### src/ctbl_regs.vh
// register offsets, field positions and reset values of the trace and breakpoint block
`ifndef CTBL_REGS_VH
`define CTBL_REGS_VH

// byte offsets
`define CTBL_STAT_OFF    7'h00
`define CTBL_BASE_OFF    7'h04
`define CTBL_CTRL_OFF    7'h08
`define CTBL_DSR_OFF     7'h0C
`define CTBL_CHCTL_BASE  7'h20
`define CTBL_CAR_BASE    7'h40

// status word fields
`define CTBL_STAT_TE     0
`define CTBL_STAT_TP     1

// control word fields
`define CTBL_CTRL_GEN    0

// channel control fields
`define CTBL_CH_PC       0
`define CTBL_CH_MSK_LO   1
`define CTBL_CH_MSK_HI   2
`define CTBL_CH_RANGE    3
`define CTBL_CH_WR       4
`define CTBL_CH_RD       5
`define CTBL_CH_CPLX     6
`define CTBL_CH_W        7

// reset values
`define CTBL_CH_RST      7'h00
`define CTBL_BASE_RST    24'h000000

// exception codes at the pre-execution check
`define CTBL_EXC_RUN     3'h0
`define CTBL_EXC_BRK     3'h1
`define CTBL_EXC_ADR     3'h2
`define CTBL_EXC_IRQ     3'h3
`define CTBL_EXC_STEP    3'h4

// bus answer latency in cycles
`define CTBL_BUS_WAIT    1

`endif

### src/ctbl_core.v
// trace, breakpoint-instruction and address-compare debug logic of the core
// Functional notes
// - trace bits ignored when hardware debugger attached
// - trace enable bit turns on stepping
// - each instruction copies enable into pending
// - pending set raises trace trap before instruction
// - other exception handlers finish before trace
// - restored pending bit traps before re-execution
// - status loads and returns may alter pending
// - wait with tracing traps after interrupt returns
// - breakpoint instruction traps without debugger
// - breakpoint instruction enters debug mode with debugger
// - debug registers reached only by privileged moves
// - each register bank controls two channels
// - debugger present blocks core control/status access
// - masked fetch match ignores up to three bits
// - fetch range pairs two compare registers inclusively
// - data match on exact address, read/write
// - masked data match over up to 8 bytes
// - data range pairs two compare registers
// - complex match combines two channels
// - every fetch compared against all compare registers
// - fetch match tags instruction; debug before execution
// - check order debug, address, interrupt, trace
`include "ctbl_regs.vh"

module ctbl_core #(
  parameter AW     = 24,
  parameter NBANK  = 4
) (
  input  wire          sys_clk,
  input  wire          rst,
  // privileged register moves arrive as bus cycles
  input  wire [6:0]    avs_address,
  input  wire          avs_read,
  input  wire          avs_write,
  input  wire [31:0]   avs_writedata,
  output reg  [31:0]   avs_readdata,
  output wire          avs_waitrequest,
  // core side
  input  wire          hw_dbg_present,
  input  wire          fetch_valid,
  input  wire [AW-1:0] fetch_addr,
  output reg           fetch_tag_r,
  input  wire          data_valid,
  input  wire          data_write,
  input  wire [AW-1:0] data_addr,
  input  wire          inst_begin,
  input  wire          exec_tagged,
  input  wire          bad_addr_pending,
  input  wire          irq_pending,
  input  wire          inst_bpt,
  input  wire          exc_enter,
  input  wire          exc_return,
  input  wire          ret_trace_enable,
  input  wire          ret_trace_pending,
  output reg           exc_valid_r,
  output reg  [2:0]    exc_code_r,
  output reg           bpt_trap_r,
  output reg           dbg_mode_req_r,
  output wire          trace_enable_bit,
  output wire          trace_pending_bit
);

  localparam NCH = 2 * NBANK;

  reg              te_r;
  reg              tp_r;
  reg  [AW-1:0]    base_r;
  reg              gen_r;
  reg  [NCH-1:0]   hit_r;
  reg              dbg_pend_r;
  reg  [NCH-1:0]   seen_r;
  reg  [`CTBL_CH_W-1:0] ctl_r [0:NCH-1];
  reg  [AW-1:0]    car_r [0:NCH-1];
  reg              ack_r;
  reg  [31:0]      rd_nxt;

  wire [NCH-1:0]   fhit;
  wire [NCH-1:0]   dhit;
  wire             req;
  wire             wr_go;
  wire             rd_ok;
  wire             t_eff;
  wire             p_eff;
  wire             any_fhit;
  wire             any_dhit;
  wire             take_dbg;
  integer          k;
  integer          kw;
  integer          ka;
  integer          ks;

  assign trace_enable_bit  = te_r;
  assign trace_pending_bit = tp_r;

  assign t_eff = te_r & ~hw_dbg_present;
  assign p_eff = tp_r & ~hw_dbg_present;

  // one wait cycle, then answer; keeps timing fixed for the master
  assign req             = avs_read | avs_write;
  assign avs_waitrequest = req & ~ack_r;
  assign wr_go           = avs_write & ack_r;

  // control and status hidden from the core while the debugger is present
  assign rd_ok = ~hw_dbg_present;

  always @(posedge sys_clk) begin
    if (rst) begin
      ack_r <= 1'b0;
    end else begin
      ack_r <= req & ~ack_r;
    end
  end

  always @* begin
    rd_nxt = 32'h00000000;
    case (avs_address)
      `CTBL_STAT_OFF: begin
        rd_nxt[`CTBL_STAT_TE] = te_r;
        rd_nxt[`CTBL_STAT_TP] = tp_r;
      end
      `CTBL_BASE_OFF: begin
        rd_nxt[AW-1:0] = base_r;
      end
      `CTBL_CTRL_OFF: begin
        rd_nxt[`CTBL_CTRL_GEN] = gen_r & rd_ok;
      end
      `CTBL_DSR_OFF: begin
        rd_nxt[NCH-1:0] = rd_ok ? hit_r : {NCH{1'b0}};
        rd_nxt[NCH]     = dbg_pend_r & rd_ok;
      end
      default: begin
        for (k = 0; k < NCH; k = k + 1) begin
          if (avs_address == `CTBL_CHCTL_BASE + 4 * k && rd_ok) begin
            rd_nxt[`CTBL_CH_W-1:0] = ctl_r[k];
          end
          if (avs_address == `CTBL_CAR_BASE + 4 * k) begin
            rd_nxt[AW-1:0] = car_r[k];
          end
        end
      end
    endcase
  end

  always @(posedge sys_clk) begin
    if (rst) begin
      avs_readdata <= 32'h00000000;
    end else if (avs_read & ~ack_r) begin
      avs_readdata <= rd_nxt;
    end
  end

  // base register: stored for the monitor, no effect on matching
  always @(posedge sys_clk) begin
    if (rst) begin
      base_r <= `CTBL_BASE_RST;
    end else if (wr_go && avs_address == `CTBL_BASE_OFF) begin
      base_r <= avs_writedata[AW-1:0];
    end
  end

  // writes dropped while debugger owns them
  always @(posedge sys_clk) begin
    if (rst) begin
      gen_r <= 1'b0;
      for (kw = 0; kw < NCH; kw = kw + 1) begin
        ctl_r[kw] <= `CTBL_CH_RST;
      end
    end else if (wr_go && rd_ok) begin
      if (avs_address == `CTBL_CTRL_OFF) begin
        gen_r <= avs_writedata[`CTBL_CTRL_GEN];
      end
      for (kw = 0; kw < NCH; kw = kw + 1) begin
        if (avs_address == `CTBL_CHCTL_BASE + 4 * kw) begin
          ctl_r[kw] <= avs_writedata[`CTBL_CH_W-1:0];
        end
      end
    end
  end

  // compare addresses stay core-reachable in both cases
  always @(posedge sys_clk) begin
    if (rst) begin
      for (ka = 0; ka < NCH; ka = ka + 1) begin
        car_r[ka] <= {AW{1'b0}};
      end
    end else if (wr_go) begin
      for (ka = 0; ka < NCH; ka = ka + 1) begin
        if (avs_address == `CTBL_CAR_BASE + 4 * ka) begin
          car_r[ka] <= avs_writedata[AW-1:0];
        end
      end
    end
  end

  // two channels per bank, NBANK banks
  genvar i;
  generate
    for (i = 0; i < NCH; i = i + 1) begin : g_ch
      wire [1:0]    msk;
      wire [AW-1:0] amask;
      wire          even;
      wire          rng;
      wire          cplx;
      wire          slave;
      wire          on;
      wire          f_in;
      wire          d_in;
      wire          f_m;
      wire          d_m;
      wire          d_cond;
      wire          d_kind;
      wire [AW-1:0] hi;

      assign even = (i % 2) == 0;
      assign msk  = ctl_r[i][`CTBL_CH_MSK_HI:`CTBL_CH_MSK_LO];
      assign rng  = even & ctl_r[i][`CTBL_CH_RANGE];
      assign cplx = even & ctl_r[i][`CTBL_CH_CPLX];
      // constant index keeps the last channel inside the array
      assign hi   = car_r[i | 1];
      // odd partner of a range or complex pair keeps quiet
      assign slave = ~even & (ctl_r[i - (i % 2)][`CTBL_CH_RANGE] |
                              ctl_r[i - (i % 2)][`CTBL_CH_CPLX]);
      assign on = gen_r & ~slave;
      assign amask = {AW{1'b1}} << msk;

      assign f_in = rng ? (fetch_addr >= car_r[i] && fetch_addr <= hi)
                        : (((fetch_addr ^ car_r[i]) & amask) == {AW{1'b0}});
      assign d_in = rng ? (data_addr >= car_r[i] && data_addr <= hi)
                        : (((data_addr ^ car_r[i]) & amask) == {AW{1'b0}});

      assign f_m = on & fetch_valid & ctl_r[i][`CTBL_CH_PC] & f_in;

      assign d_kind = data_write ? ctl_r[i][`CTBL_CH_WR] : ctl_r[i][`CTBL_CH_RD];
      assign d_cond = data_valid & d_kind & d_in;
      assign d_m    = on & d_cond;

      if (i % 2 == 0) begin : g_even
        wire mate;
        // second half must match the access direction too
        assign mate = data_write ? ctl_r[i + 1][`CTBL_CH_WR] : ctl_r[i + 1][`CTBL_CH_RD];
        // both halves seen in one instruction
        assign dhit[i] = cplx
          ? on & (d_cond | seen_r[i]) &
            ((data_valid & mate &
              (((data_addr ^ car_r[i + 1]) & {AW{1'b1}}) == {AW{1'b0}})) |
             seen_r[i + 1]) & (d_cond | data_valid)
          : d_m;
      end else begin : g_odd
        assign dhit[i] = d_m;
      end
      assign fhit[i] = f_m & ~cplx;
    end
  endgenerate

  assign any_fhit = |fhit;
  assign any_dhit = |dhit;

  // per-instruction memory of complex halves
  always @(posedge sys_clk) begin
    if (rst) begin
      seen_r <= {NCH{1'b0}};
    end else if (inst_begin) begin
      seen_r <= {NCH{1'b0}};
    end else if (data_valid) begin
      for (ks = 0; ks < NCH; ks = ks + 2) begin
        if (ctl_r[ks][`CTBL_CH_CPLX] && gen_r) begin
          if ((((data_addr ^ car_r[ks]) &
              ({AW{1'b1}} << ctl_r[ks][`CTBL_CH_MSK_HI:`CTBL_CH_MSK_LO])) == {AW{1'b0}}) &&
              (data_write ? ctl_r[ks][`CTBL_CH_WR] : ctl_r[ks][`CTBL_CH_RD])) begin
            seen_r[ks] <= 1'b1;
          end
          if (data_addr == car_r[ks + 1] &&
              (data_write ? ctl_r[ks + 1][`CTBL_CH_WR] : ctl_r[ks + 1][`CTBL_CH_RD])) begin
            seen_r[ks + 1] <= 1'b1;
          end
        end
      end
    end
  end

  // tag travels with the fetched word
  always @(posedge sys_clk) begin
    if (rst) begin
      fetch_tag_r <= 1'b0;
    end else begin
      fetch_tag_r <= any_fhit;
    end
  end

  // data hits stay pending until the instruction completes
  assign take_dbg = exec_tagged | dbg_pend_r;

  // sticky channel hits; a hit in the clearing cycle survives
  always @(posedge sys_clk) begin
    if (rst) begin
      hit_r <= {NCH{1'b0}};
    end else begin
      hit_r <= (hit_r & ~((wr_go && rd_ok && avs_address == `CTBL_DSR_OFF) ?
                          avs_writedata[NCH-1:0] : {NCH{1'b0}})) |
               fhit | dhit;
    end
  end

  always @(posedge sys_clk) begin
    if (rst) begin
      dbg_pend_r <= 1'b0;
    end else if (any_dhit) begin
      dbg_pend_r <= 1'b1;
    end else if (inst_begin) begin
      dbg_pend_r <= 1'b0;
    end
  end

  // fixed check order at instruction start
  always @(posedge sys_clk) begin
    if (rst) begin
      exc_valid_r <= 1'b0;
      exc_code_r  <= `CTBL_EXC_RUN;
    end else begin
      exc_valid_r <= inst_begin;
      if (inst_begin) begin
        if (take_dbg) begin
          exc_code_r <= `CTBL_EXC_BRK;
        end else if (bad_addr_pending) begin
          exc_code_r <= `CTBL_EXC_ADR;
        end else if (irq_pending) begin
          exc_code_r <= `CTBL_EXC_IRQ;
        end else if (p_eff) begin
          exc_code_r <= `CTBL_EXC_STEP;
        end else begin
          exc_code_r <= `CTBL_EXC_RUN;
        end
      end
    end
  end

  // status word trace bits
  always @(posedge sys_clk) begin
    if (rst) begin
      te_r <= 1'b0;
      tp_r <= 1'b0;
    end else if (wr_go && avs_address == `CTBL_STAT_OFF) begin
      // software load wins over hardware copy
      te_r <= avs_writedata[`CTBL_STAT_TE];
      tp_r <= avs_writedata[`CTBL_STAT_TP];
    end else if (exc_enter) begin
      // handler runs untraced; bits come back on return
      te_r <= 1'b0;
      tp_r <= 1'b0;
    end else if (exc_return) begin
      te_r <= ret_trace_enable;
      tp_r <= ret_trace_pending;
    end else if (inst_begin && !take_dbg && !bad_addr_pending && !irq_pending) begin
      if (p_eff) begin
        tp_r <= 1'b0;
      end else begin
        tp_r <= t_eff;
      end
    end
  end

  // breakpoint instruction outcome
  always @(posedge sys_clk) begin
    if (rst) begin
      bpt_trap_r     <= 1'b0;
      dbg_mode_req_r <= 1'b0;
    end else begin
      bpt_trap_r     <= inst_bpt & ~hw_dbg_present;
      dbg_mode_req_r <= inst_bpt & hw_dbg_present;
    end
  end

endmodule // ctbl_core

### config.mk
export PLATFORM = sky130hd
export DESIGN_NAME = ctbl_core
export DESIGN_NICKNAME = d
export VERILOG_FILES = /design/src/ctbl_core.v
export VERILOG_INCLUDE_DIRS = /design/src /design/src/src
export SDC_FILE = /design/constraint.sdc
export NUM_CORES = 1
export LEC_CHECK = 0
export CORE_MARGIN = 4
export CORE_UTILIZATION = 30
export CTS_CLUSTER_DIAMETER = 200
export DETAILED_ROUTE_END_ITERATION = 16
export DONT_BUFFER_PORTS = 1
export MAX_ROUTING_LAYER = met4
export REMOVE_ABC_BUFFERS = 1
export SLEW_MARGIN = 20
export SYNTH_ARGS = -nofsm -noshare
export SYNTH_HDL_FRONTEND = slang
export SYNTH_SLANG_ARGS = --single-unit
### constraint.sdc
create_clock -name sys_clk -period 3.8 [get_ports sys_clk]
set_input_delay 0.19 -clock sys_clk [delete_from_list [all_inputs] [get_ports sys_clk]]
set_output_delay 0.19 -clock sys_clk [all_outputs]
set_load 0.005 [all_outputs]
==> results summary <==
The tightest min-delay check is of the input port to register type. The total negative slack came out at 0 ns. Sorting the synthesized cells by area gives the leading types as edfxtp_1, ha_1, dfxtp_1. In the routed layout, each cell is associated on average with a via count of 5.823. The flow ran to the end, and the final reports show no timing, DRC or antenna violations. The count of buffers added on input and output ports is 0. The global-route usage over all layers came out at 0.2424.

TritonCTS created 38 clock buffers. The startpoint identified for the worst hold timing path is inst_begin. The count of final setup violators is 0. The count of final hold-check violations came out at 0.

Counting every instance in the synthesized netlist gives 2454. The worst setup path is of the register to register kind. The mean post-synth cell area came out at 9.391 um2.

Setup repair after global routing left no endpoint under its margin. The number of iterations in the first detailed-routing pass came out at 6. The worst-case IR drop observed on VDD is 258.8 uV. The routability congestion estimate is 1.028.

The remaining max-slew budget at the tightest pin came out at 0.2240. The number of synthesis warnings came out at 0. The TritonCTS sink count is 324. The post-synthesis instance area is 23040 um2. The top fanout value on the critical path is 3. At the end of the flow the core is filled with cells to 0.3464. In this run the critical register-to-register path is launched from car_r[3][15]. Counting flops and latches in the post-synthesis netlist gives 324. The highest clock rate came out at 0.3017 GHz. On the critical path the largest part of the delay comes from compound AO/OA/AOI/OAI gates. The endpoint required time on the critical path came out at 4.34 ns. The clock skew is 0.04557 ns.

Of the synthesized area, sequential elements account for 0.3892. The total length of routed wires came out at 98710 um. The cell type contributing the most total cell area after synthesis is edfxtp_1. The die area came out at 81310 um2. The detailed router finished its first iteration with 2602 violations. Among all flip-flop cells after synthesis, the most frequent one is edfxtp_1. The maximum count of clock buffers along a single path is 3. Counting both buffers and inverters, the worst setup path holds a total of 2. The critical path starts at car_r[3][15]. The later pin in the worst-skew pair is clocked with a latency of 0.60 ns. The wire length per cell is 27.47 um. The count of maximum capacitance violations is 0. The final critical delay including setup and external delays came out at 3.315 ns. The core region is 76080 um2. The power density relative to cell area came out at 350.3 nW/um2. Counting stages on the worst path, the most repeated cell is o21ai_0. The I/O pin count is 146. Synthesis instantiated 80 different standard cells from the library.

The fraction of synthesized cell area taken by the top area cell type is 0.3232. The row count is 101. The final number of max-transition violations came out at 0.

STA classifies the critical path startpoint as a register. The final route contains 20920 vias. The measured slew at the worst slew-check pin came out at 1.155 ns. The initial core utilization came out at 0.3029. The number of enable-type register cells in the synthesized netlist came out at 248.

TritonCTS built the clock tree. The share of the cycle needed by the critical path after routing came out at 0.8723. The largest net degree at the start of global routing came out at 50. In this design, the stage delay of the slowest critical-path cell is 0.55 ns.

The wire length of the first global-routing pass is 141300 um. The half-perimeter wire length after detailed placement came out at 73680 um. The number of global-route vias before repair is 20260.

Global routing finished with a remaining overflow of 0. The width of the die came out at 285.2 um. The layout cell share with drive strength beyond 1 is 0.06292. After the last flow step, the layout net total stands at 3017. The number of antenna-violating nets in the routed design came out at 0. The H-tree generated during clock tree synthesis spans 2 levels. The arrival time at the worst endpoint came out at 3.86 ns. The initial antenna violation count is 5. The fraction of synthesis flops using an asynchronous set or reset pin came out at 0.

For this run, design rule violations remaining after detail routing come to 0. From synthesis to final layout, the design area changed by 14.36%. The signal on the critical path passes through inv_1 > ha_1 > a21oi_1 > nor2_1 > a211oi_1 > o21ai_0 > o21ai_0 > nand3_1 > a31oi_1 > dlygate4sd3_1. STA classifies the critical path endpoint as a register. The number of buffers added for setup after CTS is 0. The die extent in y is 285.2 um. Clock-pin slew was measured on the worst setup and hold paths at 0.07 ns. Among all stages on the critical path, the largest delay is contributed by dlygate4sd3_1. In this run the clock root is driven by a clkbuf_16. The standby leakage power is 10.58 nW.
-- synthesized netlist by cell type (5+ instances only) --
cell type  number
a31oi_1        38
buf_2          18
buf_4           8
dfxtp_1        76
o211ai_1       15
ha_1          384
o22ai_1        17
a21o_1         74
nor2b_1        18
nand3_1        41
a22o_1         11
a311oi_1        8
a211o_1        10
clkbuf_1       57
nor3b_1         5
a22oi_1        35
nand4_1        72
a211oi_1       29
o21a_1         22
a21oi_1       193
o21ai_0       113
nand2b_1       18
or3_1           6
o2111ai_1      15
nor2_1        288
and4_1          5
nor2_2          5
mux2_2          6
a21boi_0        6
o221ai_1       13
nand2_1       204
and3_1          5
a222oi_1        6
nor4_1         16
or4_1           5
a2111oi_0      14
nor3_1         27
inv_1         226
edfxtp_1      248
a221oi_1       31
-- power by group --
part / switching [mW] / internal (mW)
logic: 0.833 / 0.512
registers: 0.112 / 3.94
clock network: 1.62 / 2.21
total: 2.56 / 6.67
-- layout make-up --
| type | count | area [um2] |
|---|---|---|
| Tap cell | 1030 | 1289 |
| Fill cell | 7844 | 49720 |
| Clock buffer | 51 | 1072 |
| Antenna cell | 4 | 10.01 |
| Clock inverter | 19 | 221.5 |
| Multi-Input combinational cell | 1823 | 12880 |
| Sequential cell | 324 | 8969 |
| Inverter | 226 | 848.3 |
| Timing Repair Buffer | 116 | 1064 |
-- cells in the final DEF (no fill, tap or decap), drive strengths merged, types with 18 or more instances in the layout --
cell         netlist  final
a21o              74     74
nor2             296    296
nand3             41     41
o21a              22     22
nor3              28     28
inv              226    226
nor4              18     18
nand2            204    204
a21oi            193    193
clkbuf            57     51
nor2b             18     18
a221oi            31     31
a22oi             35     35
o21ai            117    117
edfxtp           248    248
a31oi             38     38
dlygate4sd3        0     49
nand4             72     72
a211oi            29     29
nand2b            18     18
buf               31     67
ha               384    384
dfxtp             76     76
-- cell families after synthesis --
| family | after synthesis | share of synthesized area |
|---|---|---|
| fa+ha+maj | 384 | 0.2085 |
| other cells | 1 | 0.0001627 |
| mux | 9 | 0.004235 |
| buf+inv | 314 | 0.05473 |
| flops | 324 | 0.3892 |
| simple gates | 742 | 0.1500 |
| compound gates | 680 | 0.1932 |
-- worst min-delay path: stages --
cell	delay, ns
o2111ai_1	0.11
a31oi_1	0.15
a41oi_1	0.12
-- layer usage --
metal	wire length, um	track usage	up-vias
met5	0	-	-
met2	44860	0.3853	1166
li1	-	-	9316
met1	38700	0.2975	10170
met3	9737	0.05068	276
met4	5416	0.1086	0
-- flip-flops by register name, summed over array words and instances, names as in the netlist, 3 cells and up --
name	cells
base_r	24
car_r	192
exc_code_r	3
avs_readdata	24
ctl_r	56
seen_r	8
hit_r	8
-- metrics by stage --
step	hold WS [ns]	cell area, um2	total power, mW	std cells	worst slack (ns)
after floorplan	0.2591	22660	4.902	2373	0.3467
after global placement	0.2681	24530	5.355	3469	0.7722
after detailed placement	0.2711	24530	5.375	3469	0.7140
after CTS	0.004369	26340	9.223	3589	0.5361
after global routing	0.05172	26350	9.550	3593	0.2314
final	0.02924	26350	9.231	3593	0.4851
-- final timing paths --
check / to / slack, ns / depth (start not counted)
hold reg to reg: base_r[1] / 0.46 / 2
setup reg to reg: hit_r[2] / 0.49 / 10
hold / removal: dbg_pend_r / 0.03 / 3
setup / recovery: hit_r[2] / 0.49 / 10
-- timing repair --
| action | in CTS | in global routing |
|---|---|---|
| hold buffers | 50 | 0 |
| hold endpoints to repair | 59 | 0 |
| gates resized for setup | 0 | 0 |
Note: power is estimated with default switching activity, not from simulation.
